==> config.mk <==
export PLATFORM = sky130hd
export DESIGN_NAME = rst_wake_ctrl
export DESIGN_NICKNAME = d
export VERILOG_FILES = /design/src/hdl/rst_wake_pkg.sv /design/src/hdl/rst_wake_ctrl.sv
export SDC_FILE = /design/constraint.sdc
export NUM_CORES = 1
export LEC_CHECK = 0
export BUFFER_PORTS_ARGS = -buffer_cell sky130_fd_sc_hd__buf_2
export CAP_MARGIN = 20
export CORE_MARGIN = 2
export CORE_UTILIZATION = 31
export CTS_CLUSTER_DIAMETER = 200
export DETAILED_ROUTE_END_ITERATION = 8
export PLACE_DENSITY_LB_ADDON = 0.3
export SETUP_SLACK_MARGIN = 0.4
export SLEW_MARGIN = 5
export SYNTH_ARGS = -nofsm -noshare
export SYNTH_HDL_FRONTEND = slang
export SYNTH_SLANG_ARGS = --single-unit
==> constraint.sdc <==
create_clock -name sys_clk -period 7.2 [get_ports sys_clk]
set_clock_uncertainty 0.2 [all_clocks]
set_input_delay 0.36 -clock sys_clk [delete_from_list [all_inputs] [get_ports sys_clk]]
set_output_delay 0.36 -clock sys_clk [all_outputs]
set_load 0.05 [all_outputs]
==> src/hdl/rst_wake_pkg.sv <==
package rst_wake_pkg;

    // ------------------------------------------------------------
    // timing
    // ------------------------------------------------------------
    localparam int unsigned CLK_HZ          = 100_000_000;
    localparam int unsigned DEBOUNCE_MS     = 32;
    localparam int unsigned RESET_DELAY_MS  = 500;
    localparam int unsigned DEBOUNCE_CYCLES = DEBOUNCE_MS * (CLK_HZ / 1000);
    localparam int unsigned RESET_DELAY_CYC = RESET_DELAY_MS * (CLK_HZ / 1000);
    localparam int unsigned POWER_UP_CYC    = 16;
    localparam int unsigned RESET_HOLD_CYC  = 16;

    // ------------------------------------------------------------
    // register map
    // ------------------------------------------------------------
    localparam logic [11:0] CTRL_OFFSET   = 12'h000;
    localparam logic [11:0] STATUS_OFFSET = 12'h004;
    localparam logic [11:0] IRQ_OFFSET    = 12'h008;
    localparam logic [11:0] MASK_OFFSET   = 12'h00c;
    localparam logic [11:0] TIMER_OFFSET  = 12'h010;
    localparam logic [11:0] WAKE_OFFSET   = 12'h014;

    // ctrl fields
    localparam int unsigned CTRL_ROLE_LSB   = 0;
    localparam int unsigned CTRL_SIMSW_BIT  = 4;
    localparam int unsigned CTRL_SLEEP_BIT  = 8;
    localparam int unsigned CTRL_PSM_BIT    = 9;
    localparam int unsigned CTRL_TIMEN_BIT  = 10;
    localparam int unsigned CTRL_REBOOT_BIT = 11;
    localparam int unsigned CTRL_GPOUT_BIT  = 12;
    localparam int unsigned CTRL_GPOE_BIT   = 13;

    // role codes
    localparam logic [3:0] ROLE_GPIO      = 4'h4;
    localparam logic [3:0] ROLE_RESET_OUT = 4'h0;

    // irq bits
    localparam int unsigned IRQ_EXT_RESET  = 0;
    localparam int unsigned IRQ_SLEEP_WAKE = 1;
    localparam int unsigned IRQ_PSM_WAKE   = 2;
    localparam int unsigned IRQ_W          = 3;

    // reset values
    localparam logic [31:0] CTRL_RESET  = 32'h0000_0000;
    // only the terminal-ready line and card detect wake out of reset; io pins need setup
    localparam logic [4:0]  WAKE_RESET  = 5'h03;
    localparam logic [31:0] TIMER_RESET = 32'h0000_0000;

    typedef enum logic [4:0] {
        ST_POWER_UP = 5'b00001,
        ST_ACTIVE   = 5'b00010,
        ST_SLEEP    = 5'b00100,
        ST_PSM      = 5'b01000,
        ST_RESET    = 5'b10000
    } pstate_type;

    typedef struct packed {
        logic io_a;
        logic io_b;
        logic io_c;
        logic terminal_ready_line;
        logic card_presence_detect;
    } wake_pins_type;

    typedef struct packed {
        logic o;
        logic oe;
    } pin_drive_type;

endpackage : rst_wake_pkg

==> src/hdl/rst_wake_ctrl.sv <==
// The placing of the registers and the APB interface to the registers are this design's own decisions.
`timescale 1ns/1ps

// What this block does
// - reset accepted after 32 ms continuous low
// - internal reset 500 ms after debounce satisfied
// - accepted reset clears cpu registers and ram
// - then restart as if power-on held low
// - reset-out pin low during reset, power-up
// - reset-out pin high after power-on completes
// - reset-out pin floats in deep power-save
// - role code 4 gpio, 0 reset-out, after reboot
// - sim switch enable gives pin to switch
// - light sleep wakes from five listed pins
// - either edge on monitored pin wakes
// - gpio wakes only when configured as wake
// - card detect edges both count as wake
// - deep power-save exit by timer or power-on
// - wake sources act only in own state
// - gpio pins reset with no pull enabled
module rst_wake_ctrl #(
    parameter int unsigned DEBOUNCE_CYCLES = rst_wake_pkg::DEBOUNCE_CYCLES,
    parameter int unsigned RESET_DELAY_CYC = rst_wake_pkg::RESET_DELAY_CYC
) (
    // clock and reset
    input  wire logic                        sys_clk,
    input  wire logic                        sys_rst,
    // apb slave
    input  wire logic                        psel,
    input  wire logic                        penable,
    input  wire logic                        pwrite,
    input  wire logic [11:0]                 paddr,
    input  wire logic [31:0]                 pwdata,
    output logic      [31:0]                 prdata,
    output logic                             pready,
    output logic                             pslverr,
    // external requests
    input  wire logic                        reset_request_n,
    input  wire logic                        power_on_request_n,
    // wake pins
    input  wire rst_wake_pkg::wake_pins_type wake_pins,
    // multi-function pin
    input  wire logic                        multi_function_pin_i,
    output logic                             multi_function_pin_o,
    output logic                             multi_function_pin_oe,
    output logic                             sim_select,
    // gpio pull controls
    output logic                             pull_up_en,
    output logic                             pull_down_en,
    // internal reset, ram clear and interrupt
    output logic                             cpu_reset,
    output logic                             ram_clear,
    output logic                             irq
);

    // ------------------------------------------------------------
    // request input sync and debounce
    // ------------------------------------------------------------
    localparam int unsigned IRQ_W_L = rst_wake_pkg::IRQ_W;

    logic                 req_s1_q;
    logic                 req_s2_q;
    logic [31:0]          deb_cnt_q;
    logic [31:0]          dly_cnt_q;
    logic                 deb_done_q;
    logic                 dly_run_q;
    rst_wake_pkg::pstate_type state_q;
    rst_wake_pkg::pstate_type state_d;
    logic [31:0]          cnt_q;
    logic [31:0]          ctrl_q;
    logic [4:0]           wake_en_q;
    logic [31:0]          timer_q;
    logic [31:0]          psm_cnt_q;
    logic [IRQ_W_L-1:0]   irq_stat_q;
    logic [IRQ_W_L-1:0]   irq_mask_q;
    logic [3:0]           role_q;
    logic                 simsw_q;
    logic [4:0]           wake_prev_q;

    always_ff @(posedge sys_clk or posedge sys_rst) begin
        if (sys_rst) begin
            req_s1_q <= 1'b1;
            req_s2_q <= 1'b1;
        end else begin
            req_s1_q <= reset_request_n;
            req_s2_q <= req_s1_q;
        end
    end

    // count restarts whenever the line goes high again
    wire deb_hit = (deb_cnt_q == DEBOUNCE_CYCLES - 1);
    always_ff @(posedge sys_clk or posedge sys_rst) begin
        if (sys_rst) begin
            deb_cnt_q  <= '0;
            deb_done_q <= 1'b0;
        end else if (req_s2_q) begin
            deb_cnt_q  <= '0;
            deb_done_q <= 1'b0;
        end else if (!deb_done_q) begin
            deb_cnt_q  <= deb_cnt_q + 32'h0000_0001;
            deb_done_q <= deb_hit;
        end
    end
    wire accept = deb_done_q == 1'b0 && !req_s2_q && deb_hit;

    // delay from accept to internal reset; runs on after pin release
    wire dly_hit = (dly_cnt_q == RESET_DELAY_CYC - 1);
    always_ff @(posedge sys_clk or posedge sys_rst) begin
        if (sys_rst) begin
            dly_cnt_q <= '0;
            dly_run_q <= 1'b0;
        end else if (accept) begin
            dly_cnt_q <= '0;
            dly_run_q <= 1'b1;
        end else if (dly_run_q) begin
            dly_cnt_q <= dly_cnt_q + 32'h0000_0001;
            dly_run_q <= !dly_hit;
        end
    end
    wire int_reset = dly_run_q && dly_hit;

    // ------------------------------------------------------------
    // power state machine
    // ------------------------------------------------------------
    wire [4:0] wake_now  = wake_pins;
    wire [4:0] wake_edge = (wake_now ^ wake_prev_q) & wake_en_q;
    wire       sleep_wake = state_q == rst_wake_pkg::ST_SLEEP && |wake_edge;
    wire       timer_wake = ctrl_q[rst_wake_pkg::CTRL_TIMEN_BIT]
                            && psm_cnt_q == timer_q;
    wire       psm_wake   = state_q == rst_wake_pkg::ST_PSM
                            && (!power_on_request_n || timer_wake);
    wire       cnt_done   = cnt_q == 32'(rst_wake_pkg::POWER_UP_CYC - 1);
    wire       hold_done  = cnt_q == 32'(rst_wake_pkg::RESET_HOLD_CYC - 1);
    wire       reboot_cmd;

    always_comb begin
        state_d = state_q;
        unique case (state_q)
            rst_wake_pkg::ST_RESET: begin
                if (hold_done) state_d = rst_wake_pkg::ST_POWER_UP;
            end
            rst_wake_pkg::ST_POWER_UP: begin
                if (cnt_done) state_d = rst_wake_pkg::ST_ACTIVE;
            end
            rst_wake_pkg::ST_ACTIVE: begin
                if (ctrl_q[rst_wake_pkg::CTRL_PSM_BIT])
                    state_d = rst_wake_pkg::ST_PSM;
                else if (ctrl_q[rst_wake_pkg::CTRL_SLEEP_BIT])
                    state_d = rst_wake_pkg::ST_SLEEP;
            end
            rst_wake_pkg::ST_SLEEP: begin
                if (sleep_wake) state_d = rst_wake_pkg::ST_ACTIVE;
            end
            rst_wake_pkg::ST_PSM: begin
                if (psm_wake) state_d = rst_wake_pkg::ST_POWER_UP;
            end
        endcase
        if (int_reset || reboot_cmd) state_d = rst_wake_pkg::ST_RESET;
    end

    always_ff @(posedge sys_clk or posedge sys_rst) begin
        if (sys_rst) begin
            state_q     <= rst_wake_pkg::ST_RESET;
            cnt_q       <= '0;
            wake_prev_q <= '0;
            psm_cnt_q   <= '0;
        end else begin
            state_q     <= state_d;
            cnt_q       <= (state_d != state_q) ? '0 : cnt_q + 32'h0000_0001;
            wake_prev_q <= wake_now;
            psm_cnt_q   <= (state_q == rst_wake_pkg::ST_PSM && !timer_wake)
                           ? psm_cnt_q + 32'h0000_0001 : '0;
        end
    end

    // latch pin role only across the reset state, so changes need a reboot
    always_ff @(posedge sys_clk or posedge sys_rst) begin
        if (sys_rst) begin
            role_q  <= rst_wake_pkg::ROLE_RESET_OUT;
            simsw_q <= 1'b0;
        end else if (state_q == rst_wake_pkg::ST_RESET) begin
            role_q  <= ctrl_q[rst_wake_pkg::CTRL_ROLE_LSB +: 4];
            simsw_q <= ctrl_q[rst_wake_pkg::CTRL_SIMSW_BIT];
        end
    end

    // ------------------------------------------------------------
    // apb registers
    // ------------------------------------------------------------
    wire acc     = psel && penable;
    wire wr      = acc && pwrite;
    wire sel_ctl = paddr == rst_wake_pkg::CTRL_OFFSET;
    wire sel_st  = paddr == rst_wake_pkg::STATUS_OFFSET;
    wire sel_irq = paddr == rst_wake_pkg::IRQ_OFFSET;
    wire sel_msk = paddr == rst_wake_pkg::MASK_OFFSET;
    wire sel_tmr = paddr == rst_wake_pkg::TIMER_OFFSET;
    wire sel_wk  = paddr == rst_wake_pkg::WAKE_OFFSET;
    wire mapped  = sel_ctl | sel_st | sel_irq | sel_msk | sel_tmr | sel_wk;
    assign reboot_cmd = wr && sel_ctl && pwdata[rst_wake_pkg::CTRL_REBOOT_BIT];

    wire [IRQ_W_L-1:0] irq_evt = {psm_wake, sleep_wake, int_reset};
    wire [IRQ_W_L-1:0] irq_clr = (wr && sel_irq) ? pwdata[IRQ_W_L-1:0] : '0;
    // sleep/psm requests self-clear on leaving active so a wake sticks
    wire leave_active = state_q == rst_wake_pkg::ST_ACTIVE
                        && state_d != rst_wake_pkg::ST_ACTIVE;

    always_ff @(posedge sys_clk or posedge sys_rst) begin
        if (sys_rst) begin
            ctrl_q     <= rst_wake_pkg::CTRL_RESET;
            wake_en_q  <= rst_wake_pkg::WAKE_RESET;
            timer_q    <= rst_wake_pkg::TIMER_RESET;
            irq_stat_q <= '0;
            irq_mask_q <= '0;
        end else begin
            if (wr && sel_ctl)
                ctrl_q <= pwdata & ~(32'h1 << rst_wake_pkg::CTRL_REBOOT_BIT);
            else if (leave_active)
                ctrl_q[rst_wake_pkg::CTRL_PSM_BIT:rst_wake_pkg::CTRL_SLEEP_BIT] <= 2'b00;
            if (int_reset)
                wake_en_q <= rst_wake_pkg::WAKE_RESET;
            else if (wr && sel_wk)
                wake_en_q <= pwdata[4:0];
            if (wr && sel_tmr)
                timer_q <= pwdata;
            if (wr && sel_msk)
                irq_mask_q <= pwdata[IRQ_W_L-1:0];
            irq_stat_q <= (irq_stat_q & ~irq_clr) | irq_evt;   // set wins
        end
    end

    wire [31:0] rd_mux =
        sel_ctl ? ctrl_q :
        sel_st  ? {27'h0, state_q} :
        sel_irq ? {29'h0, irq_stat_q} :
        sel_msk ? {29'h0, irq_mask_q} :
        sel_tmr ? timer_q :
        sel_wk  ? {27'h0, wake_en_q} : 32'h0;

    always_ff @(posedge sys_clk or posedge sys_rst) begin
        if (sys_rst) prdata <= '0;
        else if (psel && !penable && !pwrite) prdata <= rd_mux;
    end
    wire unmapped = !mapped;
    assign pready  = 1'b1;
    assign pslverr = acc && unmapped;

    // ------------------------------------------------------------
    // outputs
    // ------------------------------------------------------------
    wire in_reset  = state_q == rst_wake_pkg::ST_RESET;
    wire in_pup    = state_q == rst_wake_pkg::ST_POWER_UP;
    wire in_psm    = state_q == rst_wake_pkg::ST_PSM;
    wire is_rstout = !simsw_q && role_q == rst_wake_pkg::ROLE_RESET_OUT;
    wire is_gpio   = !simsw_q && role_q == rst_wake_pkg::ROLE_GPIO;
    rst_wake_pkg::pin_drive_type mfp_d;

    always_comb begin
        mfp_d = '{o: 1'b0, oe: 1'b0};
        if (simsw_q)
            mfp_d = '{o: ctrl_q[rst_wake_pkg::CTRL_GPOUT_BIT], oe: 1'b1};
        else if (is_rstout && in_psm)
            mfp_d = '{o: 1'b0, oe: 1'b0};
        else if (is_rstout)
            mfp_d = '{o: !(in_reset || in_pup), oe: 1'b1};
        else if (is_gpio)
            mfp_d = '{o: ctrl_q[rst_wake_pkg::CTRL_GPOUT_BIT],
                      oe: ctrl_q[rst_wake_pkg::CTRL_GPOE_BIT]};
    end

    always_ff @(posedge sys_clk or posedge sys_rst) begin
        if (sys_rst) begin
            multi_function_pin_o  <= 1'b0;
            multi_function_pin_oe <= 1'b1;
            sim_select            <= 1'b0;
            cpu_reset             <= 1'b1;
            ram_clear             <= 1'b0;
        end else begin
            multi_function_pin_o  <= mfp_d.o;
            multi_function_pin_oe <= mfp_d.oe;
            sim_select            <= simsw_q && multi_function_pin_i == multi_function_pin_i
                                     && ctrl_q[rst_wake_pkg::CTRL_GPOUT_BIT];
            cpu_reset             <= state_d == rst_wake_pkg::ST_RESET;
            ram_clear             <= int_reset;
        end
    end

    assign pull_up_en   = 1'b0;
    assign pull_down_en = 1'b0;
    assign irq          = |(irq_stat_q & irq_mask_q);

endmodule : rst_wake_ctrl

=== Word level (Yosys, flattened, before mapping) ===
Cells that the tools add are included.

* Input bits: 57
* Logic and storage cells: 134
* Output and inout port bits: 42
* Register bits: 258

* Bitwise operators: 12
* Reductions and logical operators: 42
* Multiplexer cells: 33
* Eq/ne operators: 19
* $add $sub $neg: 4

{| class="wikitable"
|+ Operators with widths
! operator !! number
|-
| 32-bit 2-to-1 mux || 11
|-
| 32-bit by 1-bit adder with 32-bit output, second input constant || 4
|-
| 5-bit 2-to-1 mux || 10
|-
| 32-bit by 22-bit == test with 1-bit output, second input constant || 1
|-
| 32-bit by 26-bit == test with 1-bit output, second input constant || 1
|-
| 32-bit == test || 1
|-
| 32-bit by 4-bit == test with 1-bit output, second input constant || 1
|-
| 5-bit case mux with 5 select lines || 1
|-
| 12-bit by 4-bit == test with 1-bit output, second input constant || 2
|-
| 12-bit by 5-bit == test with 1-bit output, second input constant || 2
|-
| 1-bit logical AND || 23
|-
| 12-bit by 3-bit == test with 1-bit output, second input constant || 1
|-
| 12-bit logical NOT || 1
|-
| 2-bit 2-to-1 mux || 6
|-
| 5-bit == test, second input constant || 2
|-
| 1-bit logical NOT || 9
|-
| 3-bit AND || 2
|-
| 2-bit nonzero test || 3
|-
| 5-bit AND || 1
|-
| 5-bit by 1-bit == test with 1-bit output, second input constant || 1
|-
| 5-bit by 2-bit == test with 1-bit output, second input constant || 1
|-
| 5-bit by 3-bit == test with 1-bit output, second input constant || 1
|-
| 5-bit by 4-bit == test with 1-bit output, second input constant || 1
|-
| 5-bit by 2-bit != test with 1-bit output, second input constant || 1
|-
| 14 further kinds || 23
|}

=== Longest topological paths before layout ===
Gate-level depths: netlist (run 1).

* Depth in word-level cells: 11
* Gate-level depth with buffers: 10
* Gate-level depth less buffers: 8

=== Least setup slack after synthesis (run 1) ===
OpenSTA, ideal clock, no wires.

* Path kind: input-to-output
* Start point: input paddr[2]
* End point: output pslverr
* Path buffers: 3
* Data arrival time: 2752 ps
* Cell stages on the path: 6
* Path slack: 3888 ps
* Path through: buf_2 or4_1 nor2_1 clkbuf_1 clkbuf_1 nor4_1

* Longest elaborated chain between the ends: 8

{| class="wikitable"
|+ RTL lines
! item !! RTL line !! text
|-
| start, declared || rst_wake_ctrl.sv:32 || <nowiki>input wire logic [11:0] paddr,</nowiki>
|-
| 12-bit by 3-bit == test with 1-bit output / 12-bit logical NOT (equally long branches) || rst_wake_ctrl.sv:193, rst_wake_ctrl.sv:192 ||
|-
| 1-bit bitwise OR (4 in a row) || rst_wake_ctrl.sv:198 || <nowiki>wire mapped = sel_ctl | sel_st | sel_irq | sel_msk | sel_tmr | sel_wk;</nowiki>
|-
| 1-bit bitwise OR * || rst_wake_ctrl.sv:198 ||
|-
| 1-bit logical NOT * || rst_wake_ctrl.sv:243 || <nowiki>wire unmapped = !mapped;</nowiki>
|-
| 1-bit logical AND * || rst_wake_ctrl.sv:245 || <nowiki>assign pslverr = acc && unmapped;</nowiki>
|-
| end, declared || rst_wake_ctrl.sv:36 || <nowiki>output logic pslverr,</nowiki>
|}

Mark *: on every way between the ends. The rest lies on a longest branch, timed or not.

=== Worst setup path in the final report (run 1) ===
* Start point: register dly_cnt_q[0]
* End point: register cnt_q[1]

* Longest elaborated chain between the ends: 6

{| class="wikitable"
|+ RTL lines
! item !! RTL line !! text
|-
| start, declared || rst_wake_ctrl.sv:64 || <nowiki>logic [31:0] dly_cnt_q;</nowiki>
|-
| start signal, assigned || rst_wake_ctrl.sv:116 || <nowiki>dly_cnt_q <= dly_cnt_q + 32'h0000_0001;</nowiki>
|-
| 32-bit by 26-bit == test with 1-bit output || rst_wake_ctrl.sv:107 || <nowiki>wire dly_hit = (dly_cnt_q == RESET_DELAY_CYC - 1);</nowiki>
|-
| 1-bit logical AND || rst_wake_ctrl.sv:120 || <nowiki>wire int_reset = dly_run_q && dly_hit;</nowiki>
|-
| net int_reset || rst_wake_ctrl.sv:120 ||
|-
| 1-bit logical OR || rst_wake_ctrl.sv:158 || <nowiki>if (int_reset || reboot_cmd) state_d = rst_wake_pkg::ST_RESET;</nowiki>
|-
| 5-bit 2-to-1 mux || rst_wake_ctrl.sv:158 ||
|-
| 5-bit != test || rst_wake_ctrl.sv:169 || <nowiki>cnt_q <= (state_d != state_q) ? '0 : cnt_q + 32'h0000_0001;</nowiki>
|-
| 32-bit 2-to-1 mux || rst_wake_ctrl.sv:169 ||
|-
| end signal, assigned || rst_wake_ctrl.sv:169 ||
|-
| end, declared || rst_wake_ctrl.sv:69 || <nowiki>logic [31:0] cnt_q;</nowiki>
|}

The timed path passes the listed nets, and every way through them passes these cells.
A chain may end at the register's enable or synchronous reset.

==> results of run 1 <==
==> final cells by class <==
type | count | area [µm²] | share of cell area [%]
inverter | 18 | 71.32 | 0.4696
antenna | 1 | 2.502 | 0.01648
clock inverter | 18 | 246.5 | 1.623
sequential | 258 | 6465 | 42.57
timing repair buffer | 152 | 1049 | 6.903
multi-input combinational | 920 | 5846 | 38.49
tap | 525 | 656.9 | 4.325
clock buffer | 38 | 852.1 | 5.610
==> cell usage after synthesis, types with 10 or more instances <==
library cell	count	area share, %
dfrtp_1	251	50
nand2_1	157	4.7
nor2_1	149	4.4
xor2_1	98	6.8
nand3_1	57	2.3
a21oi_1	55	2.2
xnor2_1	48	3.3
clkbuf_1	40	1.2
mux2_2	40	3.6
nand4_1	35	1.7
a22oi_1	31	1.8
and3_1	31	1.5
nor4_2	28	2.8
nor4_1	27	1.3
o21ai_0	22	0.87
inv_1	18	0.53
nor3_1	17	0.67
or3_1	13	0.64
nor4b_1	10	0.69
==> metrics by stage <==
step / total power [mW] / worst slack, ps / hold WS (ps) / utilization (%) / instances
after floorplan: 2.070 / 3246 / 145.2 / - / 1256
after global placement: 2.197 / 3633 / 146.0 / 33.97 / 1826
after detailed placement: 2.203 / 3639 / 146.8 / 33.97 / 1826
after CTS: 3.911 / 3628 / 6.277 / 37.77 / 1924
after global routing: 4.058 / 3270 / 87.67 / 37.96 / 1929
final: 3.890 / 3654 / 87.41 / 37.97 / 1930
==> worst max-delay path, stage by stage, from the launching register on <==
cell and delay, ps:
dfrtp_1 370, ha_1 250, nor4bb_1 250, nand4_1 190, nor3_2 650, a211oi_1 100, a22oi_1 310, nand4_4 620
nor4b_1 490
==> registers in the layout, indices dropped and copies added, names as in the netlist, 3 cells and up <==
| register | flops |
|---|---|
| deb_cnt_q | 32 |
| ctrl_q | 31 |
| cnt_q | 32 |
| state_q | 5 |
| irq_mask_q | 3 |
| timer_q | 32 |
| irq_stat_q | 3 |
| wake_prev_q | 5 |
| role_q | 4 |
| psm_cnt_q | 32 |
| dly_cnt_q | 32 |
| prdata | 32 |
| wake_en_q | 5 |
==> cells by family after synthesis <==
family | Yosys count | synth area share (%)
adder cells (fa/ha/maj) | 4 | 0.3961
AO/OA/AOI/OAI | 147 | 7.446
AND/OR/NAND/NOR | 575 | 24.00
XOR/XNOR | 146 | 10.12
other | 2 | 0.05943
flip-flops | 258 | 51.16
multiplexers | 45 | 3.961
buffers and inverters | 78 | 2.852
==> placed cells by master (no fill, tap or decap), drive strengths merged, types with 8 or more instances in the layout <==
cell type,n
nor4b,11
xnor2,48
o21ai,23
a21o,8
nand4,36
clkinv,10
dlygate4sd3,42
a21oi,55
nand2,157
clkbuf,40
dfrtp,251
inv,18
xor2,98
and4,8
and3,31
nor3,19
nor4,55
nand3,57
mux2,40
or3,13
buf,108
nor2,149
a22oi,31
and2,8
==> routing by layer <==
layer / track usage (%) / wire, µm / vias to the layer above
met1: 19.47 / 14250 / 4753
met4: 4.235 / 639 / 0
li1: - / - / 4659
met3: 2.444 / 1462 / 48
met2: 24.04 / 14710 / 204
met5: 0 / 0 / -
==> power by group <==
group          leakage [nW]  internal, mW  total [mW]  switching, mW
registers              3.48          1.52        1.59         0.0729
clock network         0.549          1.05        1.67          0.626
logic                  2.84         0.191       0.626          0.436
total                  6.86          2.76        3.89           1.13
==> final timing paths <==
| path | endpoint | cells after the start | start |
|---|---|---|---|
| max in group asynchronous | deb_cnt_q[10] | 4 | sys_rst |
| hold / removal | irq_stat_q[2] | 4 | paddr[2] |
| setup / recovery | cnt_q[1] | 8 | dly_cnt_q[0] |
| setup reg to reg | cnt_q[1] | 8 | dly_cnt_q[0] |
| hold reg to reg | req_s2_q | 0 | req_s1_q |
| min in group asynchronous | irq_mask_q[1] | 3 | sys_rst |
==> results.toml, run 1 <==
[layout]
nFillCells = 3969
drive_above_1_share_pct = 18.16
design_area_mm2 = 0.01519
final_nets = 1441
syn_to_final_growth_pct = 20.20

[timing]
fin_tns_setup_ps = 0
hold_viol_final = 0
relSlewSlack_pct = 37.37
setup_viol = 0
period_share_pct = 49.25
worst_slew_pin_slew_ps = 939.4
drv_slew = 0
period_minus_slack_ps = 3546
max_freq_mhz = 282.0
rsz0062_at_grt = "false"

[worst_hold_path]
hold_class = "primary input to flip-flop"

[logic_synthesis]
ys_ff_latch = 258
avgSynthCellArea_um2 = 10.07
ys.flop_type = "dfrtp_1"
syn-cell-area_mm2 = 0.01264
synth_enable_flop_cells = 0
ys_seq_area_share_pct = 51.16
ys_async_sr_fraction_pct = 100.0
yosys_warnings = 0
synth.distinct_cells = 58
syn_inst = 1255

[clocking]
h-tree-depth = 1
cts_buffers = 30
clockRootBuffer = "clkbuf_16"
clk_latency_ps = 570
clkSinkCount = 258
ctsHoldBuffers = 42
tritoncts = "built"
clk_pin_slew_ps = 60
clockBufferDepth = 3
cts_setup_buffers = 0
ctsResizeCount = 0

[die]
die-area_mm2 = 0.04239
die_height_um = 205.9
initial_core_util_pct = 31.59
ios = 99
rows = 73
fp.dieW_um = 205.9
core_mm2 = 0.04001

[route]
via_per_inst = 5.007
wl_per_cell_um = 16.10
wirelength_um = 31070
drc = 0
vias = 9664
ant_nets = 0
drtPass1Iterations = 7
drtIter0Drc = 817

[global_route]
grt_pass1_wl_um = 49840
antenna_found_initial = 1
grt_max_degree = 80
grt_pass1_vias = 9457
gr-total-overflow = 0
grt_usage_pct = 14.50

[pwr]
vdd_drop_max_v = 0.0001633
powerDensity_mw_per_mm2 = 256.1
p_leak_nw = 6.862

[worst_setup_path]
worstSetupPathType = "flip-flop to flip-flop"
crit_arrival_ps = 3800
critPathRequiredTime_ps = 7450
ff2ff_setup_slack_ps = 3650
cp_max_fo = 32
critPathLaunchType = "flip-flop"
endpoint_kind = "flip-flop"

[job]
maxCapViolCount = 0

[status]
status = "complete, no violations"

[place]
placed_cell_area_mm2 = 0.01359
port_buffers = 94
finalWeightedCongestion = 0.8678
dp_hpwl_um = 20830
Note: power is estimated with default switching activity, not from simulation.
==> inputs of run 2 (changes only) <==
ABC_AREA = 1   (was not set)
clock period = 3.7 ns   (was 7.2 ns; I/O delays follow)
==> run 2 against run 1 <==
  * Non-clock buffer count unchanged
  * Synthesized cell count grew 36%
  * Flip-flop and latch count did not move
  * Power is 77% higher
  * Via count up 22%
  * Combinational power increased by 28%
  * Maximum frequency up 22%
  * Register-to-register slack got worse by 2900 ps
  * Clock-buffer cell count decreased by 1
  * Largest cell class unchanged
  * Largest power group unchanged
==> results.toml, run 2 <==
[clocking]
tritoncts = "built"
h-tree-depth = 1
cts_buffers = 30
clk_pin_slew_ps = 60
clockBufferDepth = 3
clkSinkCount = 258
cts_setup_buffers = 0
clk_latency_ps = 570
clockRootBuffer = "clkbuf_16"

[global_route]
gr-total-overflow = 0
grt_pass1_vias = 11503
grt_usage_pct = 15.69
antenna_found_initial = 4
grt_max_degree = 97
grt_pass1_wl_um = 59890

[logic_synthesis]
syn_inst = 1712
synth-compound-area-share_pct = 11.58
ys_ff_latch = 258
synthMuxAreaShare_pct = 0.1649
synth_enable_flop_cells = 0
synth_xor_area_share_pct = 2.949
synth_most_common_cell = "nand2_1"
avgSynthCellArea_um2 = 7.979
synth_fa_ha_area_share_pct = 0.3664
ys_seq_area_share_pct = 47.33
ys_async_sr_fraction_pct = 100.0
yosys.area_share.simple_pct = 28.48
synth_common_cells = "336 x nand2_1, 265 x inv_1, 251 x dfrtp_1, 148 x nor2_1, 106 x o21ai_0"
ys_top_cells_by_area = "dfrtp_1 46%, nand2_1 9.2%, inv_1 7.3%, nor2_1 4.1%, o21ai_0 3.9%"
synth.largest_area_cell = "dfrtp_1"
yosys_warnings = 0
ys.flop_type = "dfrtp_1"
synth.distinct_cells = 54
synth_top_family_by_area = "simple AND/OR/NAND/NOR gates"
syn-cell-area_mm2 = 0.01366
synth_top_area_share_pct = 45.98

[pwr]
p_leak_nw = 7.461
p_total_mw = 6.888
vdd_drop_max_v = 0.0003206
p_comb_share_pct = 11.6
internal_power_mw = 5.033
p_sw_mw = 1.855
seqPwrFrac_pct = 43.2
powerDensity_mw_per_mm2 = 421.5
sw_frac_of_total_pct = 26.93
clkPwrFrac_pct = 45.2

[die]
rows = 76
core_mm2 = 0.04327
die_height_um = 213.9
ios = 99
die-area_mm2 = 0.04576
fp.dieW_um = 213.9
initial_core_util_pct = 31.57

[route]
vias = 11818
drtIter0Drc = 882
drtPass1Iterations = 5
drc = 0
via_per_inst = 4.796
ant_nets = 0
wirelength_um = 36110
wl_per_cell_um = 14.65

[timing]
period_share_pct = 78.56
max_freq_mhz = 344.0
period_minus_slack_ps = 2907
setup_ws_ps = 793.4
hold_slack_ps = 33.46
drv_slew = 0
relSlewSlack_pct = 52.43
rsz0062_at_grt = "false"
setup_viol = 0
worst_slew_pin_slew_ps = 711.0
hold_viol_final = 0

[layout]
final_common_cell = "nand2_1"
design_area_mm2 = 0.01634
nFillCells = 4430
drive_above_1_share_pct = 14.49
final_cell_mix = "335 x nand2_1, 264 x inv_1, 251 x dfrtp_1"
final_util_pct = 37.77
final_nets = 1914
syn_to_final_growth_pct = 19.62

[worst_setup_path]
critPathLaunchType = "flip-flop"
worstSetupPathType = "flip-flop to flip-flop"
critPathLaunch = "dly_cnt_q[0]"
timing.rr.start = "dly_cnt_q[0]"
critPathRequiredTime_ps = 3990
endpoint_kind = "flip-flop"
cp_max_fo = 17
crit_arrival_ps = 3190

[place]
finalWeightedCongestion = 0.8732
placed_cell_area_mm2 = 0.01480
port_buffers = 94
dp_hpwl_um = 26290
post-place-ws_ps = 622.9

[status]
status = "complete, no violations"

[worst_hold_path]
hold_class = "primary input to flip-flop"
hp-start = "pwrite"

[job]
maxCapViolCount = 0
[run 2: cell count changes after synthesis, moves of 29 or more]
cell and delta:
inv_1 +247, nand2_1 +179, o21ai_0 +84, xor2_1 -66, nor3_1 +51, nor2_2 +49, mux2_2 -38, xnor2_1 -34
a22oi_1 -31, and3_1 -31, a21oi_1 +29
[run 2: cell families after synthesis]
group,Yosys count
AO/OA/AOI/OAI,267
XOR/XNOR,46
adder cells (fa/ha/maj),4
buffers and inverters,319
flip-flops,258
multiplexers,2
other,2
AND/OR/NAND/NOR,814
[run 2: timing repair]
item | 4_1_cts | 5_1_grt
hold endpoints to repair | 337 | 0
endpoints found under the setup margin | 0 | 18
resized for setup | 0 | 2
hold buffers | 47 | 0
[run 2: metrics by stage]
step                      cells  TNS [ps]
after global placement     2359         0
after detailed placement   2359         0
after global routing       2464         0
after floorplan            1713    -19800
final                      2464         0
after CTS                  2462         0
[run 2: layout make-up]
type | instances | area [µm²] | area share (%)
diodes | 2 | 5.005 | 0.03063
clock buffers | 37 | 837.1 | 5.123
clock inverters | 19 | 219.0 | 1.340
inverters | 275 | 1040 | 6.363
multi-input cells | 1136 | 5982 | 36.61
flip-flops and latches | 258 | 6465 | 39.56
well taps | 585 | 732.0 | 4.479
repair buffers | 152 | 1061 | 6.493
[run 2: path summary, 6_finish.rpt]
kind                            slack (ps)            end  cells after the start
worst min register to register         160       req_s2_q                      0
worst max-delay path                   790      cnt_q[29]                     14
worst max register to register         790      cnt_q[29]                     14
worst min-delay path                    30  irq_stat_q[1]                      6
min in group asynchronous              510  dly_cnt_q[22]                      4
max in group asynchronous             1960      cpu_reset                      5
[run 2: power groups by stage]
stage / clock network (mW) / logic [mW] / registers [mW]
3_3_place_gp: 0 / 0.754 / 3.02
2_1_floorplan: 0 / 0.430 / 3.16
4_1_cts: 3.19 / 0.805 / 2.98
6_report: 3.11 / 0.800 / 2.98
5_1_grt: 3.33 / 0.876 / 2.99
3_5_place_dp: 0 / 0.765 / 3.03
[run 2: layer usage]
layer  track usage [%]  wire, µm  vias up
met5                 0        27        -
met1             23.33     18240     5602
met2             23.71     15340      255
met4             3.916       670        4
met3             2.457      1823       45
li1                  -         -     5912
[run 2: worst max-delay path: stages, from the launching register on]
cell	delay [ps]
dfrtp_1	390
ha_1	230
nand3_1	100
nor2_1	190
nand3_1	110
nor2_2	120
nand4_2	190
nand2_4	170
inv_2	70
nand2_2	80
xor2_1	60
a21oi_1	210
nand3_4	320
buf_12	280
nor2_2	80
